`src/pmcd_pkg.sv`:
```
// constants and types for the power mode and clock divider block
package pmcd_pkg;

    // register offsets
    localparam logic [7:0] PMCD_PCTL_OFF   = 8'h00;
    localparam logic [7:0] PMCD_PMGT_OFF   = 8'h01;
    localparam logic [7:0] PMCD_EXFL_OFF   = 8'h02;
    localparam logic [7:0] PMCD_STAT_OFF   = 8'h03;

    // field positions
    localparam int PMCD_IDLE_BIT    = 0;
    localparam int PMCD_CD_LO_BIT   = 6;
    localparam int PMCD_CD_HI_BIT   = 7;
    localparam int PMCD_SB_EN_BIT   = 5;
    localparam int PMCD_XOFF_BIT    = 3;
    localparam int PMCD_OSEL_BIT    = 3;
    localparam int PMCD_OIND_BIT    = 2;
    localparam int PMCD_XRDY_BIT    = 4;

    // reset values
    localparam logic [1:0] PMCD_CD_RST     = 2'h1;
    localparam logic       PMCD_SB_EN_RST  = 1'b0;
    localparam logic       PMCD_XOFF_RST   = 1'b0;
    localparam logic       PMCD_OSEL_RST   = 1'b1;

    // timing counts in clock periods
    localparam int PMCD_EXT_RST_CLKS = 8;
    localparam int PMCD_WDT_RST_CLKS = 512;

    // divide codes
    localparam logic [1:0] PMCD_CD_RSVD = 2'h0;
    localparam logic [1:0] PMCD_CD_DIV4 = 2'h1;

    typedef enum logic [1:0] {
        PMCD_RUN  = 2'b01,
        PMCD_IDLE = 2'b10
    } pmcd_pwr_type;

    // serial port activity seen by the switchback logic
    typedef struct packed {
        logic rx_enable;
        logic rx_line;
        logic tx_buf_write;
        logic busy;
    } pmcd_serial_type;

endpackage : pmcd_pkg

```
`src/pmcd_top.sv`:
```
// power mode control, economy divider, oscillator select and switchback
//
// Overview of operation
// - writing one to idle bit enters idle after that write
// - idle stops core clock enable, peripherals keep ticking
// - idle drives address strobe and program strobe high, ports hold
// - any enabled interrupt in idle clears idle bit and resumes core
// - external reset high eight clocks resets; execution restarts at once
// - reset exit from idle never runs the following instruction
// - watchdog time-out raises interrupt; reset after 512 clocks if uncleared
// - divide field bits 7:6 select 4, 64 or 1024 clocks per cycle
// - economy slows peripherals too; idle peripherals run at clock over four
// - new divide setting applies after one machine cycle
// - source select picks crystal or RC; indicator shows applied source
// - crystal ready flag set by hardware; crystal select refused until set
// - with switchback enabled, serial or external interrupt forces divide four
// - start bit falling edge or buffer write triggers switchback
// - switchback ignores serial flags; software may rewrite divide field later
// - divide field writes ignored while switchback enabled and serial busy
// - every reset source forces divide by four
//
// Local design decisions: the address-and-strobe port and the register addresses.
`timescale 1ns/1ps
`default_nettype none
module pmcd_top
    import pmcd_pkg::*;
(
    input  wire logic            mclk,
    input  wire logic            rst_n,
    input  wire logic [7:0]      reg_addr,
    input  wire logic [7:0]      reg_wdata,
    input  wire logic            reg_wr,
    input  wire logic            reg_rd,
    output logic      [7:0]      reg_rdata,
    input  wire logic            ext_rst_pin,
    input  wire logic            irq_wake,
    input  wire logic            ext_int_ack,
    input  wire logic            wdt_timeout,
    input  wire logic            wdt_clear,
    input  wire logic            crystal_warm,
    input  wire pmcd_serial_type ser,
    input  wire logic            ale_core,
    input  wire logic            pstore_core,
    output logic                 core_clk_en,
    output logic                 mc_tick,
    output logic                 periph_tick,
    output logic                 addr_latch_strobe,
    output logic                 program_store_strobe,
    output logic                 port_hold,
    output logic                 osc_xtal_active,
    output logic                 crystal_amp_disable,
    output logic                 wdt_irq,
    output logic                 sys_rst
);

    function automatic logic [9:0] div_mask(input logic [1:0] cd);
        case (cd)
            2'h2:    div_mask = 10'h03f;
            2'h3:    div_mask = 10'h3ff;
            default: div_mask = 10'h003;
        endcase
    endfunction : div_mask

    // ------------------------------------------------------------
    // state
    // ------------------------------------------------------------
    pmcd_pwr_type pwr_ff;
    pmcd_pwr_type nxt_pwr;
    logic [1:0]   cd_field_ff;
    logic [1:0]   cd_cur_ff;
    logic         sb_en_ff;
    logic         xoff_ff;
    logic         osel_ff;
    logic         osc_use_ff;
    logic         xrdy_ff;
    logic [3:0]   ext_cnt_ff;
    logic [9:0]   wdt_cnt_ff;
    logic         wdt_irq_ff;
    logic [9:0]   div_cnt_ff;
    logic         rx_prev_ff;
    logic         sys_rst_ff;
    logic [7:0]   rdata_ff;
    logic         core_en_ff;
    logic         mc_tick_ff;
    logic         per_tick_ff;
    logic         ale_ff;
    logic         pstore_ff;
    logic         hold_ff;

    // ------------------------------------------------------------
    // decode
    // ------------------------------------------------------------
    wire       wr_pctl  = reg_wr && (reg_addr == PMCD_PCTL_OFF);
    wire       wr_pmgt  = reg_wr && (reg_addr == PMCD_PMGT_OFF);
    wire       wr_exfl  = reg_wr && (reg_addr == PMCD_EXFL_OFF);
    wire [1:0] wr_cd    = reg_wdata[PMCD_CD_HI_BIT:PMCD_CD_LO_BIT];
    wire       is_idle  = (pwr_ff == PMCD_IDLE);

    wire ext_hit = ext_rst_pin && (ext_cnt_ff == 4'(PMCD_EXT_RST_CLKS - 1));
    // time-out left uncleared for 512 clocks
    wire wdt_hit = wdt_irq_ff && !wdt_clear
                   && (wdt_cnt_ff == 10'(PMCD_WDT_RST_CLKS - 1));
    wire int_rst = ext_hit || wdt_hit;
    // all reset sources share one clear
    wire clr     = !rst_n || int_rst;

    // start bit edge, buffer write or external interrupt acknowledge
    wire rx_fall = ser.rx_enable && rx_prev_ff && !ser.rx_line;
    wire sb_trig = sb_en_ff && (rx_fall || ser.tx_buf_write || ext_int_ack);
    wire cd_ok   = wr_pmgt && (wr_cd != PMCD_CD_RSVD) && !(sb_en_ff && ser.busy);
    wire osel_ok = wr_exfl && (!reg_wdata[PMCD_OSEL_BIT] || xrdy_ff);

    wire [9:0] mask_cur = div_mask(cd_cur_ff);
    wire       mc_w     = ((div_cnt_ff & mask_cur) == mask_cur);
    wire       per_w    = is_idle ? ((div_cnt_ff & div_mask(PMCD_CD_DIV4))
                                     == div_mask(PMCD_CD_DIV4)) : mc_w;

    wire [7:0] rd_mux =
        (reg_addr == PMCD_PCTL_OFF) ? {7'h00, is_idle} :
        (reg_addr == PMCD_PMGT_OFF) ? {cd_field_ff, sb_en_ff, 1'b0, xoff_ff, 3'h0} :
        (reg_addr == PMCD_EXFL_OFF) ? {4'h0, osel_ff, osc_use_ff, 2'h0} :
        (reg_addr == PMCD_STAT_OFF) ? {3'h0, xrdy_ff, 4'h0} : 8'h00;

    // ------------------------------------------------------------
    // power state
    // ------------------------------------------------------------
    always_comb begin
        nxt_pwr = pwr_ff;
        case (pwr_ff)
            // the writing instruction is the last one run
            PMCD_RUN:  if (wr_pctl && reg_wdata[PMCD_IDLE_BIT]) begin
                nxt_pwr = PMCD_IDLE;
            end
            // interrupt wake clears the idle bit
            PMCD_IDLE: if (irq_wake) begin
                nxt_pwr = PMCD_RUN;
            end
            default:   nxt_pwr = PMCD_RUN;
        endcase
    end

    always_ff @(posedge mclk) begin
        // reset leaves idle with the core held, so nothing after it runs
        if (clr) begin
            pwr_ff <= PMCD_RUN;
        end else begin
            pwr_ff <= nxt_pwr;
        end
    end

    // ------------------------------------------------------------
    // divider and control fields
    // ------------------------------------------------------------
    always_ff @(posedge mclk) begin
        if (clr) begin
            cd_field_ff <= PMCD_CD_RST;
            cd_cur_ff   <= PMCD_CD_RST;
            sb_en_ff    <= PMCD_SB_EN_RST;
            xoff_ff     <= PMCD_XOFF_RST;
            osel_ff     <= PMCD_OSEL_RST;
            osc_use_ff  <= PMCD_OSEL_RST;
            div_cnt_ff  <= 10'h000;
        end else begin
            div_cnt_ff <= div_cnt_ff + 10'h001;
            if (wr_pmgt) begin
                sb_en_ff <= reg_wdata[PMCD_SB_EN_BIT];
                xoff_ff  <= reg_wdata[PMCD_XOFF_BIT];
            end
            if (sb_trig) begin
                cd_field_ff <= PMCD_CD_DIV4;
            end else if (cd_ok) begin
                cd_field_ff <= wr_cd;
            end
            // field applied on next machine cycle boundary
            if (sb_trig) begin
                cd_cur_ff <= PMCD_CD_DIV4;
            end else if (mc_w) begin
                cd_cur_ff <= cd_field_ff;
            end
            if (osel_ok) begin
                osel_ff <= reg_wdata[PMCD_OSEL_BIT];
            end
            // source change applied one machine cycle later
            if (mc_w) begin
                osc_use_ff <= osel_ff;
            end
        end
    end

    // ------------------------------------------------------------
    // reset sources and watchdog follow-up
    // ------------------------------------------------------------
    always_ff @(posedge mclk) begin
        if (!rst_n) begin
            ext_cnt_ff <= 4'h0;
            wdt_cnt_ff <= 10'h000;
            wdt_irq_ff <= 1'b0;
            xrdy_ff    <= 1'b0;
            rx_prev_ff <= 1'b1;
            sys_rst_ff <= 1'b1;
        end else begin
            // count saturates so a long pin pulse keeps reset asserted
            if (!ext_rst_pin) begin
                ext_cnt_ff <= 4'h0;
            end else if (!ext_hit) begin
                ext_cnt_ff <= ext_cnt_ff + 4'h1;
            end
            // set wins over clear in the same cycle
            if (wdt_timeout) begin
                wdt_irq_ff <= 1'b1;
                wdt_cnt_ff <= 10'h000;
            end else if (wdt_clear || wdt_hit) begin
                wdt_irq_ff <= 1'b0;
                wdt_cnt_ff <= 10'h000;
            end else if (wdt_irq_ff) begin
                wdt_cnt_ff <= wdt_cnt_ff + 10'h001;
            end
            // ready drops once the amplifier is off
            xrdy_ff    <= crystal_warm && !xoff_ff;
            rx_prev_ff <= ser.rx_line;
            // restart at once, no added delay
            sys_rst_ff <= int_rst;
        end
    end

    // ------------------------------------------------------------
    // outputs
    // ------------------------------------------------------------
    always_ff @(posedge mclk) begin
        if (clr) begin
            rdata_ff    <= 8'h00;
            core_en_ff  <= 1'b0;
            mc_tick_ff  <= 1'b0;
            per_tick_ff <= 1'b0;
            ale_ff      <= 1'b1;
            pstore_ff   <= 1'b1;
            hold_ff     <= 1'b0;
        end else begin
            rdata_ff    <= reg_rd ? rd_mux : 8'h00;
            core_en_ff  <= (nxt_pwr == PMCD_RUN);
            mc_tick_ff  <= mc_w;
            // idle peripherals at clock over four
            per_tick_ff <= per_w;
            // strobes high and ports frozen in idle
            ale_ff      <= (nxt_pwr == PMCD_IDLE) || ale_core;
            pstore_ff   <= (nxt_pwr == PMCD_IDLE) || pstore_core;
            hold_ff     <= (nxt_pwr == PMCD_IDLE);
        end
    end

    assign reg_rdata            = rdata_ff;
    assign core_clk_en          = core_en_ff;
    assign mc_tick              = mc_tick_ff;
    assign periph_tick          = per_tick_ff;
    assign addr_latch_strobe    = ale_ff;
    assign program_store_strobe = pstore_ff;
    assign port_hold            = hold_ff;
    assign osc_xtal_active      = osc_use_ff;
    assign crystal_amp_disable  = xoff_ff;
    assign wdt_irq              = wdt_irq_ff;
    assign sys_rst              = sys_rst_ff;

    // ------------------------------------------------------------
    // checks
    // ------------------------------------------------------------
    a_idle_entry_write: assert property (@(posedge mclk) disable iff (!rst_n)
        (wr_pctl && reg_wdata[0] && !is_idle && !int_rst) |=> is_idle && !core_clk_en)
        else $error("idle not entered after idle write");
    a_idle_core_stop: assert property (@(posedge mclk) disable iff (!rst_n)
        (is_idle && !irq_wake && !int_rst) |=> !core_clk_en)
        else $error("core enabled during idle");
    a_idle_periph_tick: assert property (@(posedge mclk) disable iff (!rst_n)
        (is_idle && !int_rst) [*4] |=> periph_tick || $past(periph_tick)
            || $past(periph_tick, 2) || $past(periph_tick, 3))
        else $error("peripheral tick missing during idle");
    a_idle_strobes_high: assert property (@(posedge mclk) disable iff (!rst_n)
        (is_idle && !irq_wake && !int_rst) |=> addr_latch_strobe && program_store_strobe && port_hold)
        else $error("strobes not high in idle");
    a_irq_wake_exit: assert property (@(posedge mclk) disable iff (!rst_n)
        (is_idle && irq_wake && !int_rst) |=> !is_idle && core_clk_en)
        else $error("interrupt did not end idle");
    a_ext_reset_len: assert property (@(posedge mclk) disable iff (!rst_n)
        ext_rst_pin [*8] |=> sys_rst)
        else $error("external reset not recognised after eight clocks");
    a_wdt_reset_delay: assert property (@(posedge mclk) disable iff (!rst_n)
        (wdt_irq && wdt_cnt_ff == 10'h1ff && !wdt_clear && !wdt_timeout) |=> sys_rst)
        else $error("watchdog reset missing after 512 clocks");
    a_reset_div_four: assert property (@(posedge mclk) disable iff (!rst_n)
        sys_rst |-> (cd_cur_ff == PMCD_CD_DIV4) && !is_idle)
        else $error("reset did not restore divide by four");
    a_switchback_div: assert property (@(posedge mclk) disable iff (!rst_n)
        (sb_trig && !int_rst) |=> (cd_cur_ff == PMCD_CD_DIV4) && (cd_field_ff == PMCD_CD_DIV4))
        else $error("switchback did not force divide by four");
    a_busy_write_ignored: assert property (@(posedge mclk) disable iff (!rst_n)
        (wr_pmgt && sb_en_ff && ser.busy && !sb_trig && !int_rst) |=> $stable(cd_field_ff))
        else $error("divide field changed while serial busy");
    a_reserved_ignored: assert property (@(posedge mclk) disable iff (!rst_n)
        (wr_pmgt && wr_cd == PMCD_CD_RSVD && !sb_trig && !int_rst) |=> $stable(cd_field_ff))
        else $error("reserved divide code accepted");
    a_crystal_refused: assert property (@(posedge mclk) disable iff (!rst_n)
        (wr_exfl && reg_wdata[3] && !xrdy_ff && !osel_ff && !int_rst) |=> !osel_ff)
        else $error("crystal selected before ready");
    a_divide_delay: assert property (@(posedge mclk) disable iff (!rst_n)
        (!mc_w && !sb_trig && !int_rst) |=> $stable(cd_cur_ff))
        else $error("divide changed off a machine cycle boundary");

endmodule : pmcd_top
`default_nettype wire

```
`config.mk`:
```
export PLATFORM = sky130hd
export DESIGN_NAME = pmcd_top
export DESIGN_NICKNAME = d
export VERILOG_FILES = /design/src/pmcd_pkg.sv /design/src/pmcd_top.sv
export SDC_FILE = /design/constraint.sdc
export NUM_CORES = 1
export LEC_CHECK = 0
export ABC_AREA = 1
export ABC_CLOCK_PERIOD_IN_PS = 1300
export BUFFER_PORTS_ARGS = -buffer_cell sky130_fd_sc_hd__buf_2
export CAP_MARGIN = 10
export CORE_UTILIZATION = 35
export CTS_BUF_LIST = sky130_fd_sc_hd__clkbuf_8
export DETAILED_ROUTE_END_ITERATION = 6
export PLACE_DENSITY = 0.67
export SYNTH_ARGS = -nofsm -noshare
export SYNTH_HDL_FRONTEND = slang
export SYNTH_SLANG_ARGS = --single-unit
```
`constraint.sdc`:
```
create_clock -name mclk -period 1.3 [get_ports mclk]
set_input_delay 0.13 -clock mclk [delete_from_list [all_inputs] [get_ports mclk]]
set_output_delay 0.13 -clock mclk [all_outputs]
set_load 0.01 [all_outputs]
```
==> run summary <==
The filler cell count came out at 616. The adder-cell area share of the yosys netlist came out at 2.72%. The number of synthesized register bits is 51. The global-route met3 utilization came out at 3.08%. The met2 capacity usage during global routing came out at 26.8%. The pin count of the biggest net entering global routing came out at 16. The final layout contains 404 nets.

The number of cells produced by synthesis is 299. Global routing used 14.9% of the available tracks across all layers. Of all flip-flops after synthesis, the portion carrying an async set or reset was 0%. In this run, the number of DRC markers left after iteration 0 of detailed routing was 62. The overall die area came out at 0.00690 mm2. The final hold violation count came out at 0.

Wires add up to 5010 um. Detailed placement finished with a half-perimeter wire length of 3810 um. The number of design rule violations left after detail routing is 0. The combined area of all synthesized cells came out at 0.00230 mm2. sky130_fd_sc_hd__nand2_1 is the most common cell in the netlist.

0 antenna diodes ended up in the layout. After global routing, the most crowded layer is met2. Ranked by total cell area, the synthesized netlist is headed by sky130_fd_sc_hd__dfxtp_1, sky130_fd_sc_hd__nand2_1, sky130_fd_sc_hd__inv_1, sky130_fd_sc_hd__nor2_1, sky130_fd_sc_hd__nand3_1. TritonCTS built the clock tree. Based on the critical path, the design can be clocked at up to 0.778 GHz.

The reported leakage power is 1.25 nW. The insertion delay of the later-clocked pin in the worst-skew pair came out at 0.30 ns. The clock-pin slew on the worst setup and hold paths is 0.09 ns. The remaining antenna violation count is 0.

The share of cell area taken by muxes after synthesis came out at 0%. The worst setup path is launched from a flop. The depth of the CTS H-tree came out at 2. The critical setup path kind is flop to flop. The via count of the first global-routing pass is 2029.

Yosys mapped a number of flops with a built-in enable equal to 0. The kind of end point of the critical path is a flop. The area added between synthesis and finish came out at 29.3%. The quantity of I/O buffers inserted on ports came out at 45. Ranked by instance count, the synthesized netlist is headed by sky130_fd_sc_hd__nand2_1, sky130_fd_sc_hd__dfxtp_1, sky130_fd_sc_hd__inv_1, sky130_fd_sc_hd__nor2_1, sky130_fd_sc_hd__nand3_1. Data arrives at the worst endpoint at 1.48 ns. The worst-case clock buffer depth is 2. The via count is 2088. The initial cell density of the core is 36.2%.

The first-pass GRT wire length came out at 8470 um. The post-synthesis compound-gate area fraction is 9.03%. The total power after layout came out at 3.01 mW.

The vertical die dimension is 83.1 um. Yosys mapped the design onto 36 distinct sky130hd cell types. Routability-driven placement finished with a final weighted congestion of 0.761. Setup violations remaining at the end of the flow were counted as 0. At the placement stage, the worst setup path has a slack of -0.0393 ns. The post-synthesis share of cell area spent on xor and xnor gates is 2.28%.

The CTS buffer count is 5. The sequential cell area fraction in the yosys report is 44.4%. The die width came out at 83.1 um.

The final critical-path share of the clock period is 98.9%. The worst hold path belongs to the class input port to flop. The power density over the cells came out at 1010 mW/mm2. The share of Yosys cell area claimed by the top area cell type came out at 44.4%.

The largest total area in the synthesized netlist belongs to sky130_fd_sc_hd__dfxtp_1. The count of yosys warnings during synthesis came out at 0. For this run the aggregate overflow at the end of global routing stands at 0. In this run, post-CTS hold repair placed 0 buffers. The average footprint of a synthesized cell is 7.70 um2. 50 I/O pins were placed. The flow ran to the end, and the final reports show no timing, DRC or antenna violations. The clock arrives with 0.00384 ns of skew. The post-synthesis share of cell area spent on and, or, nand and nor gates came out at 32.8%. The detailed-router iteration count before antenna repair is 4.

The largest driver fanout on the critical path is 3. The maximum resistive drop on vdd came out at 0.784 mV. The number of antenna violations at the first check in global routing came out at 0. The tree is rooted in a sky130_fd_sc_hd__clkbuf_8. The largest family of logic cells by synthesized area is simple AND/OR/NAND/NOR gates. After detailed routing, the number of vias per cell comes to 4.69. The ratio of cells with drive above 1 in the final layout came out at 34.8%. For this run, the leading register cell type out of synthesis is sky130_fd_sc_hd__dfxtp_1. In this run the core area contains 29 standard-cell rows. The least setup slack across all paths after layout is 0.0149 ns. The max-slew violation total from the final report came out at 0. Setup repair after global routing could not meet its margin everywhere. The total nets after synthesis is 336. Data on the critical path is required at its endpoint by 1.49 ns. The area of the placeable core came out at 0.00635 mm2.

The total clock sinks came out at 51. The routed length per placed instance came out at 11.2 um. The post-route minimum period is 1.29 ns. The number of violations of the max-capacitance limit came out at 0. The met1 usage in global routing came out at 17.5%.
[layout by cell type (no fill, tap or decap), drive strengths merged, types with 3 or more instances in the layout]
| master | n |
|---|---|
| a21oi | 20 |
| a31oi | 3 |
| buf | 66 |
| clkbuf | 6 |
| dfxtp | 51 |
| ha | 5 |
| inv | 40 |
| nand2 | 64 |
| nand3 | 25 |
| nand4 | 8 |
| nor2 | 43 |
| nor3 | 10 |
| o21ai | 8 |
| xnor2 | 3 |
| xor2 | 3 |
[routing by layer]
layer,vias up,share of wire [%]
met1,957,46
met5,-,0
met2,34,50
li1,1092,-
met4,0,0.80
met3,5,3.3
[sequential cells by signal, indices dropped and copies added (netlist names)]
| signal | cells |
|---|---|
| addr_latch_strobe | 1 |
| cd_cur_ff | 2 |
| cd_field_ff | 2 |
| core_clk_en | 1 |
| crystal_amp_disable | 1 |
| div_cnt_ff | 10 |
| ext_cnt_ff | 4 |
| mc_tick | 1 |
| osc_xtal_active | 1 |
| osel_ff | 1 |
| periph_tick | 1 |
| port_hold | 1 |
| program_store_strobe | 1 |
| pwr_ff | 2 |
| reg_rdata | 7 |
| rx_prev_ff | 1 |
| sb_en_ff | 1 |
| sys_rst | 1 |
| wdt_cnt_ff | 10 |
| wdt_irq | 1 |
| xrdy_ff | 1 |
[power by group]
group | internal (mW) | switching [mW] | total, mW
Clock | 0.623 | 0.506 | 1.13
Combinational | 0.116 | 0.145 | 0.260
Sequential | 1.60 | 0.0219 | 1.62
Total | 2.34 | 0.673 | 3.01
[final timing paths]
kind                                startpoint             to  slack, ns  cells after the start
worst max-delay path             wdt_cnt_ff[1]  wdt_cnt_ff[7]       0.01                      6
worst min-delay path                    ser[2]     rx_prev_ff       0.01                      3
worst max register to register   wdt_cnt_ff[1]  wdt_cnt_ff[7]       0.01                      6
worst min register to register  cd_field_ff[1]   reg_rdata[7]       0.46                      2
[cell families after synthesis]
logic type | after synthesis
and+or+nand+nor | 155
DFF | 51
buffers and inverters | 46
AOI/OAI and AO/OA | 35
xor gates and xnor gates | 6
adders and majority gates | 5
other | 1
[critical path, cell delays in order, from the launching register on]
cell and delay, ns:
sky130_fd_sc_hd__dfxtp_2 0.36, sky130_fd_sc_hd__buf_4 0.11, sky130_fd_sc_hd__nand3_1 0.10, sky130_fd_sc_hd__nor2_2 0.18, sky130_fd_sc_hd__nand3_2 0.12, sky130_fd_sc_hd__o21ai_0 0.23, sky130_fd_sc_hd__a21oi_2 0.08
[final cells by class]
cell class,count,area [um2],share of cell area (%)
clock buffers,6,82.6,2.78
repair buffers,66,395,13.3
well taps,77,96.3,3.24
multi-input cells,202,1170,39.5
clock inverters,2,35.0,1.18
inverters,41,161,5.43
flip-flops and latches,51,1030,34.6
[repair_timing]
item | CTS | global route
pin swaps | 3 | 7
setup buffers | 0 | 2
gates cloned | 0 | 0
endpoints found under the setup margin | 10 | 32
resized for setup | 4 | 25
[per-stage QoR]
stage               TNS [ns]  cell area [um2]  hold WS [ns]  std cells  util [%]
floorplan                  0             2320         0.199        299         -
global placement     -0.0285             2760         0.315        435      43.4
detailed placement    -0.162             2760         0.325        435      43.4
CTS                        0             2890       0.00228        443      45.5
global route          -0.646             2970        0.0234        445      46.8
finish                     0             2970        0.0120        445      46.8
No activity file was read; power rests on OpenSTA's default activity.
